--- config.mk ---
export PLATFORM = sky130hd
export DESIGN_NAME = mcu_interrupt_sequencer
export DESIGN_NICKNAME = d
export VERILOG_FILES = /design/src/logic/mcu_interrupt_sequencer.v
export VERILOG_INCLUDE_DIRS = /design/src /design/src/logic
export SDC_FILE = /design/constraint.sdc
export NUM_CORES = 1
export LEC_CHECK = 0
export BUFFER_PORTS_ARGS = -buffer_cell sky130_fd_sc_hd__buf_4
export CORE_MARGIN = 2
export CORE_UTILIZATION = 44
export CTS_CLUSTER_SIZE = 20
export DETAILED_ROUTE_END_ITERATION = 12
export GPL_TIMING_DRIVEN = 0
export PLACE_DENSITY_LB_ADDON = 0.12
export SYNTH_ARGS = -nofsm -noshare
export SYNTH_HDL_FRONTEND = slang
export SYNTH_SLANG_ARGS = --single-unit
--- constraint.sdc ---
create_clock -name core_clk_in -period 2.1 [get_ports core_clk_in]
set_input_delay 0.21 -clock core_clk_in [delete_from_list [all_inputs] [get_ports core_clk_in]]
set_output_delay 0.21 -clock core_clk_in [all_outputs]
set_load 0.02 [all_outputs]
--- src/logic/irq_seq_defines.vh ---
`ifndef IRQ_SEQ_DEFINES_VH
`define IRQ_SEQ_DEFINES_VH

// register indices; byte address is four times the index
`define PORT_D_IDX          10'h003
`define TIMER_CTRL_IDX      10'h009
`define MISC_EDGE_IDX       10'h00A
`define PORT_D_ADDR         12'h00C
`define TIMER_CTRL_ADDR     12'h024
`define MISC_EDGE_ADDR      12'h028

// misc_edge_reg fields
`define MISC_REQ_BIT        7
`define MISC_MASK_BIT       6
`define MISC_UNUSED_VAL     6'h3F
`define MISC_MASK_RST       1'b1

// timer_ctrl_reg fields
`define TIMER_CTRL_REQ_BIT  7
`define TIMER_CTRL_MASK_BIT 6
`define TIMER_CTRL_CLR_BIT  3
`define TIMER_CTRL_MASK_RST 1'b1
`define TIMER_CTRL_LOW_RST  6'h00

// port D bit carrying the second request line
`define PORT_D_LINE_BIT   6

// handler vectors, first byte of each pair
`define VEC_RESET         12'hFFE
`define VEC_TRAP          12'hFFC
`define VEC_EXT           12'hFFA
`define VEC_TIMER         12'hFF8

// entry sequence length in instruction cycle periods
`define ENTRY_CYCLES      4'd11
// core clocks per instruction cycle period (oscillator / 4)
`define CLKS_PER_CYCLE    4

`endif

--- src/logic/mcu_interrupt_sequencer.v ---
// The implementer's own choice: the APB slave port.
`timescale 1ns/10ps
`include "irq_seq_defines.vh"

// Behaviour
// - four sources: pin, timer, second pin, trap
// - finish instruction, stack, set mask, vector, run
// - entry sequence ends on the eleventh cycle period enable
// - trap return restores stacked mask state
// - fixed vector pairs per source
// - trap first when masked, else pin, timer, trap
// - arbitrate only pending requests at boundary
// - masked hardware requests stay latched for later
// - timer and second pin share one vector
// - misc and timer request flags clear only by writing zero; the pin request clears on entry
// - synchronise pins, latch on falling edge
// - misc bit 7 set by edge, sticky
// - misc bit 6 masks second pin, reset one
// - misc bits five to zero read ones
// - second pin readable at port bit 6
// - set flags start entry when mask clear
// - trap enters handler regardless of mask
// - pin level available for branch testing
// - reset uses vector mechanism, highest priority
// - timer flag on zero, mask set by reset
module mcu_interrupt_sequencer #(
  parameter CLKS_PER_CYCLE = `CLKS_PER_CYCLE
) (
  input  wire        core_clk_in,
  input  wire        rst_in,
  // apb slave
  input  wire        psel_in,
  input  wire        penable_in,
  input  wire        pwrite_in,
  input  wire [11:0] paddr_in,
  input  wire [31:0] pwdata_in,
  output wire [31:0] prdata_out,
  output wire        pready_out,
  output wire        pslverr_out,
  // request sources
  input  wire        ext_req_n_in,
  input  wire        second_edge_request_line_in,
  input  wire [7:0]  port_d_in,
  input  wire        timer_zero_in,
  // processor core handshake
  input  wire        instr_boundary_in,
  input  wire        soft_trap_op_in,
  input  wire        trap_return_op_in,
  input  wire        stacked_mask_in,
  input  wire        mask_set_op_in,
  input  wire        mask_clear_op_in,
  output wire        entry_busy_out,
  output wire        entry_done_out,
  output wire [11:0] vector_addr_out,
  output wire        global_mask_out,
  output wire        ext_level_out,
  output wire [7:0]  timer_ctrl_out,
  output wire        prescaler_clear_out
);

  localparam         ST_IDLE      = 1'b0;
  localparam         ST_ENTRY     = 1'b1;
  localparam integer DIV_LAST_INT = CLKS_PER_CYCLE - 1;
  localparam [3:0]   DIV_LAST     = DIV_LAST_INT[3:0];
  localparam [3:0]   ENTRY_LAST   = `ENTRY_CYCLES - 4'd1;

  // read mux selects
  localparam [1:0] SEL_NONE  = 2'd0;
  localparam [1:0] SEL_MISC  = 2'd1;
  localparam [1:0] SEL_TIMER = 2'd2;
  localparam [1:0] SEL_PORT  = 2'd3;

  reg        state_reg;
  reg [3:0]  div_reg;
  reg        cyc_en_reg;
  reg [3:0]  entry_cnt_reg;
  reg        done_reg;
  reg [11:0] vector_reg;
  reg        imask_reg;
  reg        ext_pend_reg;
  reg        misc_req_reg;
  reg        misc_mask_reg;
  reg        timer_flag_reg;
  reg        timer_mask_reg;
  reg [5:0]  timer_low_reg;
  reg        psc_clear_reg;
  reg [31:0] prdata_reg;
  reg        pready_reg;
  reg        pslverr_reg;
  reg        ext_level_reg;
  reg [7:0]  timer_ctrl_out_reg;
  reg [1:0]  rd_sel;
  reg [7:0]  rd_byte;
  reg        rd_err;

  // pins: [0] external, [1] second line
  wire [1:0] pin_raw;
  wire [1:0] pin_fall;
  wire [1:0] pin_level;

  assign pin_raw = {second_edge_request_line_in, ext_req_n_in};

  genvar g;
  generate
    for (g = 0; g < 2; g = g + 1) begin : pin_sync
      reg sync1_reg;
      reg sync2_reg;
      reg sync3_reg;
      // reset to the idle level so release gives no false edge
      always @(posedge core_clk_in) begin
        if (rst_in) begin
          sync1_reg <= 1'b1;
          sync2_reg <= 1'b1;
          sync3_reg <= 1'b1;
        end else begin
          sync1_reg <= pin_raw[g];
          sync2_reg <= sync1_reg;
          sync3_reg <= sync2_reg;
        end
      end
      // the first stage may be metastable, so nothing else reads it
      assign pin_level[g] = sync2_reg;
      assign pin_fall[g]  = sync3_reg & ~sync2_reg;
    end
  endgenerate

  // apb decode
  wire setup;
  wire access;
  wire wr_acc;
  wire hit_misc;
  wire hit_timer;
  wire hit_port;
  wire wr_misc;
  wire wr_timer;

  assign setup     = psel_in & ~penable_in;
  assign access    = psel_in & penable_in & pready_reg;
  assign wr_acc    = access & pwrite_in & ~pslverr_reg;
  assign hit_misc  = paddr_in == `MISC_EDGE_ADDR;
  assign hit_timer = paddr_in == `TIMER_CTRL_ADDR;
  assign hit_port  = paddr_in == `PORT_D_ADDR;
  assign wr_misc   = wr_acc & hit_misc;
  assign wr_timer  = wr_acc & hit_timer;

  // register read views
  wire [7:0] misc_view;
  wire [7:0] timer_view;
  wire [7:0] port_view;

  assign misc_view  = {misc_req_reg, misc_mask_reg, `MISC_UNUSED_VAL};
  // prescaler clear is write-only and reads zero
  assign timer_view = {timer_flag_reg, timer_mask_reg, timer_low_reg[5:4],
                       1'b0, timer_low_reg[2:0]};
  assign port_view  = {port_d_in[7], pin_level[1], port_d_in[5:0]};

  // pending sources
  wire timer_pend;
  wire misc_pend;
  wire shared_pend;
  wire hw_pend;
  wire take_ok;
  wire take_hw;
  wire take_trap;
  wire take_ext;
  wire take_any;

  assign timer_pend  = timer_flag_reg & ~timer_mask_reg;
  assign misc_pend   = misc_req_reg & ~misc_mask_reg;
  assign shared_pend = timer_pend | misc_pend;
  assign hw_pend     = ext_pend_reg | shared_pend;
  assign take_ok     = (state_reg == ST_IDLE) & instr_boundary_in;
  // unmasked hardware beats a trap that is only the next instruction
  assign take_hw     = take_ok & ~imask_reg & hw_pend;
  assign take_trap   = take_ok & soft_trap_op_in & ~take_hw;
  assign take_ext    = take_hw & ext_pend_reg;
  assign take_any    = take_hw | take_trap;

  // instruction cycle period enable
  always @(posedge core_clk_in) begin
    if (rst_in) begin
      div_reg    <= 4'h0;
      cyc_en_reg <= 1'b0;
    end else begin
      cyc_en_reg <= div_reg == DIV_LAST;
      if (div_reg == DIV_LAST) begin
        div_reg <= 4'h0;
      end else begin
        div_reg <= div_reg + 4'h1;
      end
    end
  end

  // entry sequencer; reset itself enters through its vector
  always @(posedge core_clk_in) begin
    if (rst_in) begin
      state_reg     <= ST_ENTRY;
      vector_reg    <= `VEC_RESET;
      entry_cnt_reg <= 4'h0;
      done_reg      <= 1'b0;
    end else begin
      done_reg <= 1'b0;
      case (state_reg)
        ST_IDLE: begin
          if (take_any) begin
            state_reg     <= ST_ENTRY;
            entry_cnt_reg <= 4'h0;
            if (take_trap) begin
              vector_reg <= `VEC_TRAP;
            end else if (take_ext) begin
              vector_reg <= `VEC_EXT;
            end else begin
              vector_reg <= `VEC_TIMER;
            end
          end
        end
        ST_ENTRY: begin
          if (cyc_en_reg) begin
            if (entry_cnt_reg == ENTRY_LAST) begin
              state_reg <= ST_IDLE;
              done_reg  <= 1'b1;
            end else begin
              entry_cnt_reg <= entry_cnt_reg + 4'h1;
            end
          end
        end
        default: begin
          state_reg <= ST_IDLE;
        end
      endcase
    end
  end

  // global mask flag
  always @(posedge core_clk_in) begin
    if (rst_in) begin
      imask_reg <= 1'b1;
    end else if (take_any) begin
      imask_reg <= 1'b1;
    end else if (trap_return_op_in & (state_reg == ST_IDLE)) begin
      imask_reg <= stacked_mask_in;
    end else if (mask_set_op_in) begin
      imask_reg <= 1'b1;
    end else if (mask_clear_op_in) begin
      imask_reg <= 1'b0;
    end
  end

  // external request: held while masked, dropped once accepted; an edge wins
  always @(posedge core_clk_in) begin
    if (rst_in) begin
      ext_pend_reg <= 1'b0;
    end else if (pin_fall[0]) begin
      ext_pend_reg <= 1'b1;
    end else if (take_ext) begin
      ext_pend_reg <= 1'b0;
    end
  end

  // second line request: sticky until software writes zero; an edge wins
  always @(posedge core_clk_in) begin
    if (rst_in) begin
      misc_req_reg <= 1'b0;
    end else if (pin_fall[1]) begin
      misc_req_reg <= 1'b1;
    end else if (wr_misc & ~pwdata_in[`MISC_REQ_BIT]) begin
      misc_req_reg <= 1'b0;
    end
  end

  always @(posedge core_clk_in) begin
    if (rst_in) begin
      misc_mask_reg <= `MISC_MASK_RST;
    end else if (wr_misc) begin
      misc_mask_reg <= pwdata_in[`MISC_MASK_BIT];
    end
  end

  // timer request: not cleared by entry, the handler must clear it
  always @(posedge core_clk_in) begin
    if (rst_in) begin
      timer_flag_reg <= 1'b0;
    end else if (timer_zero_in) begin
      timer_flag_reg <= 1'b1;
    end else if (wr_timer & ~pwdata_in[`TIMER_CTRL_REQ_BIT]) begin
      timer_flag_reg <= 1'b0;
    end
  end

  // low bits are software mode only
  always @(posedge core_clk_in) begin
    if (rst_in) begin
      timer_mask_reg <= `TIMER_CTRL_MASK_RST;
      timer_low_reg  <= `TIMER_CTRL_LOW_RST;
    end else if (wr_timer) begin
      timer_mask_reg <= pwdata_in[`TIMER_CTRL_MASK_BIT];
      timer_low_reg  <= pwdata_in[5:0];
    end
  end

  always @(posedge core_clk_in) begin
    if (rst_in) begin
      psc_clear_reg <= 1'b0;
    end else begin
      psc_clear_reg <= wr_timer & pwdata_in[`TIMER_CTRL_CLR_BIT];
    end
  end

  always @* begin
    rd_sel = SEL_NONE;
    if (hit_misc) begin
      rd_sel = SEL_MISC;
    end else if (hit_timer) begin
      rd_sel = SEL_TIMER;
    end else if (hit_port) begin
      rd_sel = SEL_PORT;
    end
  end

  // port D is input only, so a write there is refused
  always @* begin
    rd_byte = 8'h00;
    rd_err  = 1'b0;
    case (rd_sel)
      SEL_MISC: begin
        rd_byte = misc_view;
      end
      SEL_TIMER: begin
        rd_byte = timer_view;
      end
      SEL_PORT: begin
        rd_byte = port_view;
        rd_err  = pwrite_in;
      end
      default: begin
        rd_byte = 8'h00;
        rd_err  = 1'b1;
      end
    endcase
  end

  // apb: no wait state, read data captured in setup
  always @(posedge core_clk_in) begin
    if (rst_in) begin
      pready_reg  <= 1'b0;
      pslverr_reg <= 1'b0;
      prdata_reg  <= 32'h00000000;
    end else begin
      pready_reg <= setup;
      if (setup) begin
        pslverr_reg <= rd_err;
        prdata_reg  <= {24'h000000, rd_byte};
      end else if (access) begin
        pslverr_reg <= 1'b0;
      end
    end
  end

  always @(posedge core_clk_in) begin
    if (rst_in) begin
      ext_level_reg      <= 1'b1;
      timer_ctrl_out_reg <= 8'h00;
    end else begin
      ext_level_reg      <= pin_level[0];
      timer_ctrl_out_reg <= timer_view;
    end
  end

  assign prdata_out          = prdata_reg;
  assign pready_out          = pready_reg;
  assign pslverr_out         = pslverr_reg;
  assign entry_busy_out      = state_reg;
  assign entry_done_out      = done_reg;
  assign vector_addr_out     = vector_reg;
  assign global_mask_out     = imask_reg;
  assign ext_level_out       = ext_level_reg;
  assign timer_ctrl_out      = timer_ctrl_out_reg;
  assign prescaler_clear_out = psc_clear_reg;

endmodule

# == Yosys cells after proc, flatten, opt, wreduce, memory -nomap -nowiden ==
# Index checks and enable logic that the tools add are counted.
# word_totals
out_inout_bits,59
n_memories,0
input_bits,66
latchBits,0
mem_bits_ro,0
ram_bits,0
elab_cells,111
reg_bits,60
# op_classes
bitwise,35
magnitude_cmp,0
eq_ne,11
n_div,0
muxes,27
shifts,0
n_addsub,2
n_reduce_logical,11
n_mul,0
# op_table
cell,count
12-bit by 6-bit equality test with 1-bit output (second input constant),2
8-bit one-hot mux with 3 select lines,1
1-bit AND,21
1-bit 2-to-1 mux,15
12-bit by 4-bit equality test with 1-bit output (second input constant),1
4-bit 2-to-1 mux,3
1-bit inverter,11
4-bit by 1-bit adder with 4-bit output (second input constant),2
2-bit 2-to-1 mux,4
4-bit one-hot mux with 2 select lines,1
2-bit nonzero test,4
2-bit OR reduction,3
2-bit equality test (second input constant),2
4-bit by 2-bit equality test with 1-bit output (second input constant),1
4-bit equality test (second input constant),1
2-bit inequality test (second input constant),2
1-bit one-hot mux with 2 select lines,2
3-bit 2-to-1 mux,1
1-bit bitwise OR,3
3-bit AND reduction,1
3-bit nonzero test,1
3-bit OR reduction,1
2-bit by 1-bit equality test with 1-bit output (second input constant),1
2-bit by 1-bit inequality test with 1-bit output (second input constant),1
2-bit AND reduction,1

# == Longest topological paths before layout ==
# Gate-level depths: netlist of the first run.
# depth
depth_word,10
ltp_mapped,6
depth_no_buf,6

# == Least setup slack after synthesis of the first run ==
# OpenSTA, ideal clock, no wires.
# synth_timing
path_type,register to register
from,"register pready_reg, in the netlist pready_out"
to,register timer_low_reg[0]
stages_incl_launch_ff,5
path_buffers,0
t_arrival_ps,1545
t_required_ps,1979
setup_slack_ps,434
setup_time_ps,121
path_cell_list,dfxtp_1 nand2_1 or3_1 nor3_4 mux2_2
# synth_between
elab_chain_len,4
# synth_lines
element,line_no,source
start: declaration,mcu_interrupt_sequencer.v:88,reg pready_reg;
start signal: assignment,mcu_interrupt_sequencer.v:349,pready_reg <= setup;
1-bit AND,mcu_interrupt_sequencer.v:138,assign access = psel_in & penable_in & pready_reg;
1-bit AND (2 in series),mcu_interrupt_sequencer.v:139,assign wr_acc = access & pwrite_in & ~pslverr_reg;
1-bit AND,mcu_interrupt_sequencer.v:144,assign wr_timer = wr_acc & hit_timer;
end signal: assignment,mcu_interrupt_sequencer.v:294,timer_low_reg <= `TIMER_CTRL_LOW_RST;
end signal: assignment,mcu_interrupt_sequencer.v:297,timer_low_reg <= pwdata_in[5:0];
end: declaration,mcu_interrupt_sequencer.v:85,reg [5:0] timer_low_reg;
# Every way passes these cells.
# A chain may end at the register's enable or synchronous reset.

# == Final worst setup path of the first run ==
# layout_timing
from,"register pready_reg, in the netlist pready_out"
to,register timer_low_reg[4]
# The elaborated chain is that of the path after synthesis.

==> results of run 1 <==
-- cells in the final DEF, fill, tap and decap left out, types with 2 or more instances in the layout --
cell type	netlist	routed
buf_4	35	99
dfxtp_1	48	48
conb_1	2	35
nor2b_1	18	18
nand2_1	14	14
nor2_1	10	10
clkbuf_1	8	8
a21o_1	8	8
nand3b_1	8	8
a22oi_1	7	7
a21oi_1	7	7
nand2b_1	6	6
o21ai_0	6	6
or2_2	6	6
clkbuf_8	0	6
inv_1	5	5
mux2_2	5	5
xor2_1	4	4
a31oi_1	3	3
nor3_1	3	3
o41ai_1	3	3
nor3b_1	3	3
ha_1	3	3
buf_2	2	2
nand4_1	2	2
nand4b_1	2	2
a211o_1	2	2
or3_1	2	2
nand3_1	2	2
mux2i_1	2	2
clkinv_2	0	2
-- area by class of cell --
class / count / area share [%]
multi-input combinational: 177 / 36.4
sequential: 48 / 31.4
timing repair buffer: 64 / 15.7
buffer: 45 / 9.91
tap: 70 / 2.87
clock buffer: 6 / 2.70
inverter: 5 / 0.614
clock inverter: 2 / 0.327
-- through the flow --
stage                     util [%]  setup slack (ps)  std cells
after CTS                     60.6               381        417
after global placement        58.8               307        409
final                         60.6               385        417
after global routing          60.6               285        417
after floorplan                  -               434        275
after detailed placement      58.8               287        409
-- logic make-up (layout without fill, tap and decap cells) --
| family | Yosys count | after routing | share of synthesized area (%) |
|---|---|---|---|
| muxes | 7 | 7 | 3.36 |
| AOI/OAI and AO/OA | 44 | 44 | 13.7 |
| xor gates and xnor gates | 4 | 4 | 1.54 |
| and+or+nand+nor | 84 | 84 | 23.0 |
| buffers and inverters | 50 | 122 | 14.2 |
| DFF | 48 | 48 | 42.3 |
| other | 2 | 35 | 0.331 |
| adders and majority gates | 3 | 3 | 1.65 |
-- layer usage --
| metal | part of all wire [%] | routed length, um | global-route usage (%) |
|---|---|---|---|
| met5 | 0 | 0 | 0 |
| met4 | 1.5 | 72 | 6.43 |
| met3 | 7.0 | 342 | 5.16 |
| met1 | 44 | 2150 | 22.3 |
| met2 | 47 | 2320 | 27.6 |
-- power groups by stage --
stage	Sequential [W]	Combinational, W	Clock (W)
after global routing	0.000945	0.000315	0.000611
final	0.000942	0.000287	0.000573
after floorplan	0.000967	0.000184	0
after detailed placement	0.000963	0.000284	0
after global placement	0.000962	0.000281	0
after CTS	0.000941	0.000285	0.000581
-- path summary, 6_finish.rpt --
check	startpoint	to	slack, ps	cells past startpoint
setup / recovery	pready_out$_SDFF_PP0_	timer_low_reg[4]$_SDFFE_PP0N_	390	4
hold / removal	ext_req_n_in	pin_sync[0].sync1_reg$_SDFF_PP1_	90	2
setup reg to reg	pready_out$_SDFF_PP0_	timer_low_reg[4]$_SDFFE_PP0N_	390	4
hold reg to reg	pin_sync[0].sync1_reg$_SDFF_PP1_	pin_sync[0].sync2_reg$_SDFF_PP1_	420	1
-- critical path, cell delays in order, from the launching register on --
cell	delay, ps
dfxtp_1	330
nand2_1	70
or3_1	450
nor3_4	360
mux2_2	380
==> reports/metrics.cfg, run 1 <==
[status]
outcome = finished, final reports clean

[logic_synthesis]
synth_common_cells = 48 x dfxtp_1, 35 x buf_4, 18 x nor2b_1
post-synth-top-area-fraction_pct = 42.3
synth_edf_count = 0
yosys_register_bits = 48
postSynth.topFlopCell = dfxtp_1
synth_top_area_cell = dfxtp_1
synth_area_leaders = dfxtp_1 42%, buf_4 12%, nor2b_1 5.0%
syn-instance-count = 242
yosysSeqAreaShare_pct = 42.3
synth_cell_types = 45
netlist_area_um2 = 2270
synth_area_per_cell_um2 = 9.39
synth_warnings = 0
yosys.cell_count.top_type = dfxtp_1
async_flop_share_pct = 0

[sta]
max_freq_mhz = 583
worst_pin_slew_ps = 508
report.final.setup_viol = 0
skew_ps = 8.24
hold_violations = 0
slew_headroom_pct = 66.1
grt_setup_unrepaired = no
maxSlewViolCount = 0
tns_ps = 0
period_minus_slack_ps = 1710
whs_ps = 87.5
min_period_over_period_pct = 81.7

[power]
ir_drop_mv = 0.371
switchingPower_w = 0.000469
seq_power_share_pct = 52.3
combPwrFrac_pct = 15.9
p_leak_nw = 1.42
clkPwrFrac_pct = 31.8
intPower_w = 0.00133
p_per_area_nw_per_um2 = 589
power_w = 0.00180
swShare_pct = 26.0

[drt]
viasPerCell = 4.49
drt_iter0_markers = 97
routed_wl_um = 4880
wl_per_cell_um = 11.7
vias = 1872
drtPass1Iterations = 4
antenna_left = 0
drc = 0

[clock_tree]
numCtsBuffers = 5
cts-root-buf = clkbuf_8
cts_buffer_depth = 2
cts_tree = yes
clk_pin_slew_ps = 90
cts_sinks = 48
hold_buffers = 0
postCtsResizedCells = 0
post_cts_buffers = 0
clk_latency_ps = 300
h-tree-depth = 2

[critical_path]
cp-end-kind = flop
critPathArrivalTime_ps = 1910
criticalPathCategory = reg2reg
cp_max_fo = 7
required_ps = 2290
start_kind = flop

[global_route]
antenna_found_initial = 0
grt_overflow = 0
track_usage_pct = 17.3
grt_max_degree = 15
grt_pass1_wl_um = 7530
grt_pass1_vias = 1715

[placement]
gp_congestion = 0.759
dpl_cell_area_um2 = 2960
portBuffers = 64
dp_hpwl_um = 3610

[floorplanning]
start_util_pct = 45.1
die-width_um = 75.9
num_io_pins = 125
die_h_um = 75.9
die_area_um2 = 5750
core_um2 = 5040
fp-row-count = 26

[cells_and_area]
nets = 415
diodes = 0
seq_area_um2 = 961
n_fill_cell = 488
fin_area_um2 = 3060
drive_gt1_share_pct = 36.3
largest_reg_flops = 8
syn2layout_area_growth_pct = 34.5
multi_input_area_um2 = 1110

[flow_run]
max-cap-violations = 0

[hold_path]
hp-class = in2reg

(Power assumes the default switching activity.)
==> inputs of run 2 (changes only) <==
==> constraint.sdc (replaced) <==
create_clock -name core_clk_in -period 1.6 [get_ports core_clk_in]
set_input_delay 0.16 -clock core_clk_in [delete_from_list [all_inputs] [get_ports core_clk_in]]
set_output_delay 0.16 -clock core_clk_in [all_outputs]
set_load 0.02 [all_outputs]
==> run 2 against run 1 <==
Effect of this change: sequential power rose by 31%; core utilization rose by 1.6 points; via count rose by 1.5%; maximum frequency rose by 10%; highest routed layer unchanged; largest power group unchanged; non-clock buffer count rose by 3; worst setup slack got worse by 340 ps.
==> reports/metrics.cfg, run 2 (synthesis results as in run 1) <==
[status]
outcome = finished, final reports clean  ; unchanged

[cells_and_area]
mostFrequentLayoutCells = 101 x buf_4, 46 x dfxtp_1, 35 x conb_1  ; was 99 x buf_4, 48 x dfxtp_1, 35 x conb_1
n_fill_cell = 445  ; was 488
largest_reg_flops = 8  ; unchanged
seq_area_um2 = 966  ; was 961 um^2
diodes = 0  ; unchanged
nets = 418  ; was 415
final-instance-count-excl-fill = 420  ; was 417
multi_input_area_um2 = 1150  ; was 1110 um^2
syn2layout_area_growth_pct = 38.0  ; was 34.5%
drive_gt1_share_pct = 37.7  ; was 36.3%
layout_commonest_cell = buf_4  ; unchanged

[floorplanning]
num_io_pins = 125  ; unchanged
die-width_um = 75.9  ; unchanged
fp-row-count = 26  ; unchanged
die_h_um = 75.9  ; unchanged
die_area_um2 = 5750  ; unchanged
core_um2 = 5040  ; unchanged
start_util_pct = 45.1  ; unchanged

[critical_path]
start_kind = flop  ; unchanged
cp-end-kind = flop  ; unchanged
r2r_cells = 5  ; was 4
criticalPathCategory = reg2reg  ; unchanged
crit_end = timer_low_reg[2]$_SDFFE_PP0N_  ; was timer_low_reg[4]$_SDFFE_PP0N_
startpoint = pready_out$_SDFF_PP0_  ; unchanged
cp_max_fo = 7  ; unchanged
r2r_slack_ps = 40  ; was 390 ps
reg2reg_to = timer_low_reg[2]$_SDFFE_PP0N_  ; was timer_low_reg[4]$_SDFFE_PP0N_
critPathArrivalTime_ps = 1740  ; was 1910 ps
timing.rr.start = pready_out$_SDFF_PP0_  ; unchanged
required_ps = 1780  ; was 2290 ps

[clock_tree]
cts_buffer_depth = 2  ; unchanged
numCtsBuffers = 5  ; unchanged
clk_latency_ps = 290  ; was 300 ps
cts-root-buf = clkbuf_8  ; unchanged
cts_sinks = 48  ; unchanged
h-tree-depth = 2  ; unchanged
cts_tree = yes  ; unchanged
clk_pin_slew_ps = 80  ; was 90 ps

[global_route]
grt_pass1_wl_um = 7240  ; was 7530 um
grt_max_degree = 14  ; was 15
track_usage_pct = 16.7  ; was 17.3%
met2_usage_pct = 27.4  ; was 27.6%
antenna_found_initial = 0  ; unchanged
grt_pass1_vias = 1607  ; was 1,715
grt_use_met1_pct = 21.2  ; was 22.3%
top_usage_layer = met2  ; unchanged
grt_overflow = 0  ; unchanged
grt_use_met3_pct = 5.03  ; was 5.16%

[power]
combPwrFrac_pct = 16.2  ; was 15.9%
clkPwrFrac_pct = 30.9  ; was 31.8%
ir_drop_mv = 0.471  ; was 0.371 mV
swShare_pct = 24.8  ; was 26.0%
switchingPower_w = 0.000578  ; was 0.000469 W
intPower_w = 0.00176  ; was 0.00133 W
p_per_area_nw_per_um2 = 744  ; was 589 nW/um^2
p_leak_nw = 1.44  ; was 1.42 nW
seq_power_share_pct = 52.9  ; was 52.3%

[drt]
wl_per_cell_um = 11.7  ; about the same
vias = 1901  ; was 1,872
drtPass1Iterations = 4  ; unchanged
drt_iter0_markers = 100  ; was 97
routed_wl_um = 4890  ; was 4880 um
viasPerCell = 4.53  ; was 4.49
drc = 0  ; unchanged
antenna_left = 0  ; unchanged

[placement]
dp_hpwl_um = 3670  ; was 3610 um
dp.cells = 409  ; unchanged
gp_congestion = 0.802  ; was 0.759
portBuffers = 64  ; unchanged

[flow_run]
max-cap-violations = 0  ; unchanged

[sta]
hold_violations = 0  ; unchanged
report.final.setup_viol = 0  ; unchanged
grt_setup_unrepaired = yes  ; was no
maxSlewViolCount = 0  ; unchanged
period_minus_slack_ps = 1560  ; was 1710 ps
skew_ps = 4.50  ; was 8.24 ps
whs_ps = 48.5  ; was 87.5 ps
min_period_over_period_pct = 97.4  ; was 81.7%
max_freq_mhz = 642  ; was 583 MHz

[hold_path]
hp-class = in2reg  ; unchanged

[run 2: changes by cell type in the layout (fill, tap and decap cells not counted), moves of 2 or more]
cell      change
mux2_2        -5
mux2_4        +5
buf_4         +2
clkbuf_1      +2
clkinv_2      -2
dfxtp_1       -2
[run 2: worst max-delay path, stage by stage (launching register included)]
cell	delay [ps]
dfxtp_4	350
nand2_2	50
or3_4	360
nor3_4	230
buf_12	160
mux2_4	290
[run 2: repair_timing]
item                                    in CTS  in global routing
buffers inserted                             1                  2
endpoints found under the setup margin       5                  7
hold buffers                                 0                  0
pin swaps                                    1                  4
resized for setup                            0                  9
[run 2: power groups by stage]
stage	registers [W]	clock network, W	logic, W
detailed placement	0.00126	0	0.000373
CTS	0.00123	0.000742	0.000374
global placement	0.00126	0	0.000370
floorplan	0.00127	0	0.000242
finish	0.00123	0.000721	0.000379
global route	0.00124	0.000804	0.000413
[run 2: per-stage QoR]
| step | setup slack [ps] | setup TNS (ps) | power [W] | area [um^2] | util [%] |
|---|---|---|---|---|---|
| floorplan | -8.17 | -40.9 | 0.00151 | 2400 | - |
| global placement | -93.9 | -464 | 0.00163 | 2970 | 59.0 |
| detailed placement | -114 | -531 | 0.00164 | 2970 | 59.0 |
| CTS | 28.5 | 0 | 0.00235 | 3080 | 61.1 |
| global route | -19.8 | -80.4 | 0.00246 | 3140 | 62.2 |
| finish | 42.0 | 0 | 0.00233 | 3140 | 62.2 |
[run 2: how the worst min path moves through the flow]
| stage | start | to | slack, ps | depth (start not counted) |
|---|---|---|---|---|
| after global routing | ext_req_n_in | pin_sync[0].sync1_reg$_SDFF_PP1_ | 40 | 2 |
| after floorplan | rst_in | timer_ctrl_out[0]$_SDFF_PP0_ | 240 | 1 |
| after detailed placement | second_edge_request_line_in | pin_sync[1].sync1_reg$_SDFF_PP1_ | 350 | 2 |
| after CTS | second_edge_request_line_in | pin_sync[1].sync1_reg$_SDFF_PP1_ | 40 | 2 |
| after global placement | ext_req_n_in | pin_sync[0].sync1_reg$_SDFF_PP1_ | 350 | 2 |
| final | second_edge_request_line_in | pin_sync[1].sync1_reg$_SDFF_PP1_ | 50 | 2 |
[run 2: per-layer routing]
metal | vias to the layer above | share of wire (%) | routed length, um
li1 | 974 | - | -
met1 | 854 | 44 | 2150
met4 | 0 | 0.78 | 38
met5 | - | 0 | 0
met2 | 69 | 47 | 2300
met3 | 4 | 8.3 | 405
[run 2: cell type report]
class	instances	share of cell area, %
repair buffers	67	16.4
plain buffers	45	9.66
clock buffers	8	2.87
well taps	70	2.79
flip-flops and latches	48	30.8
inverters	5	0.599
multi-input cells	177	36.8
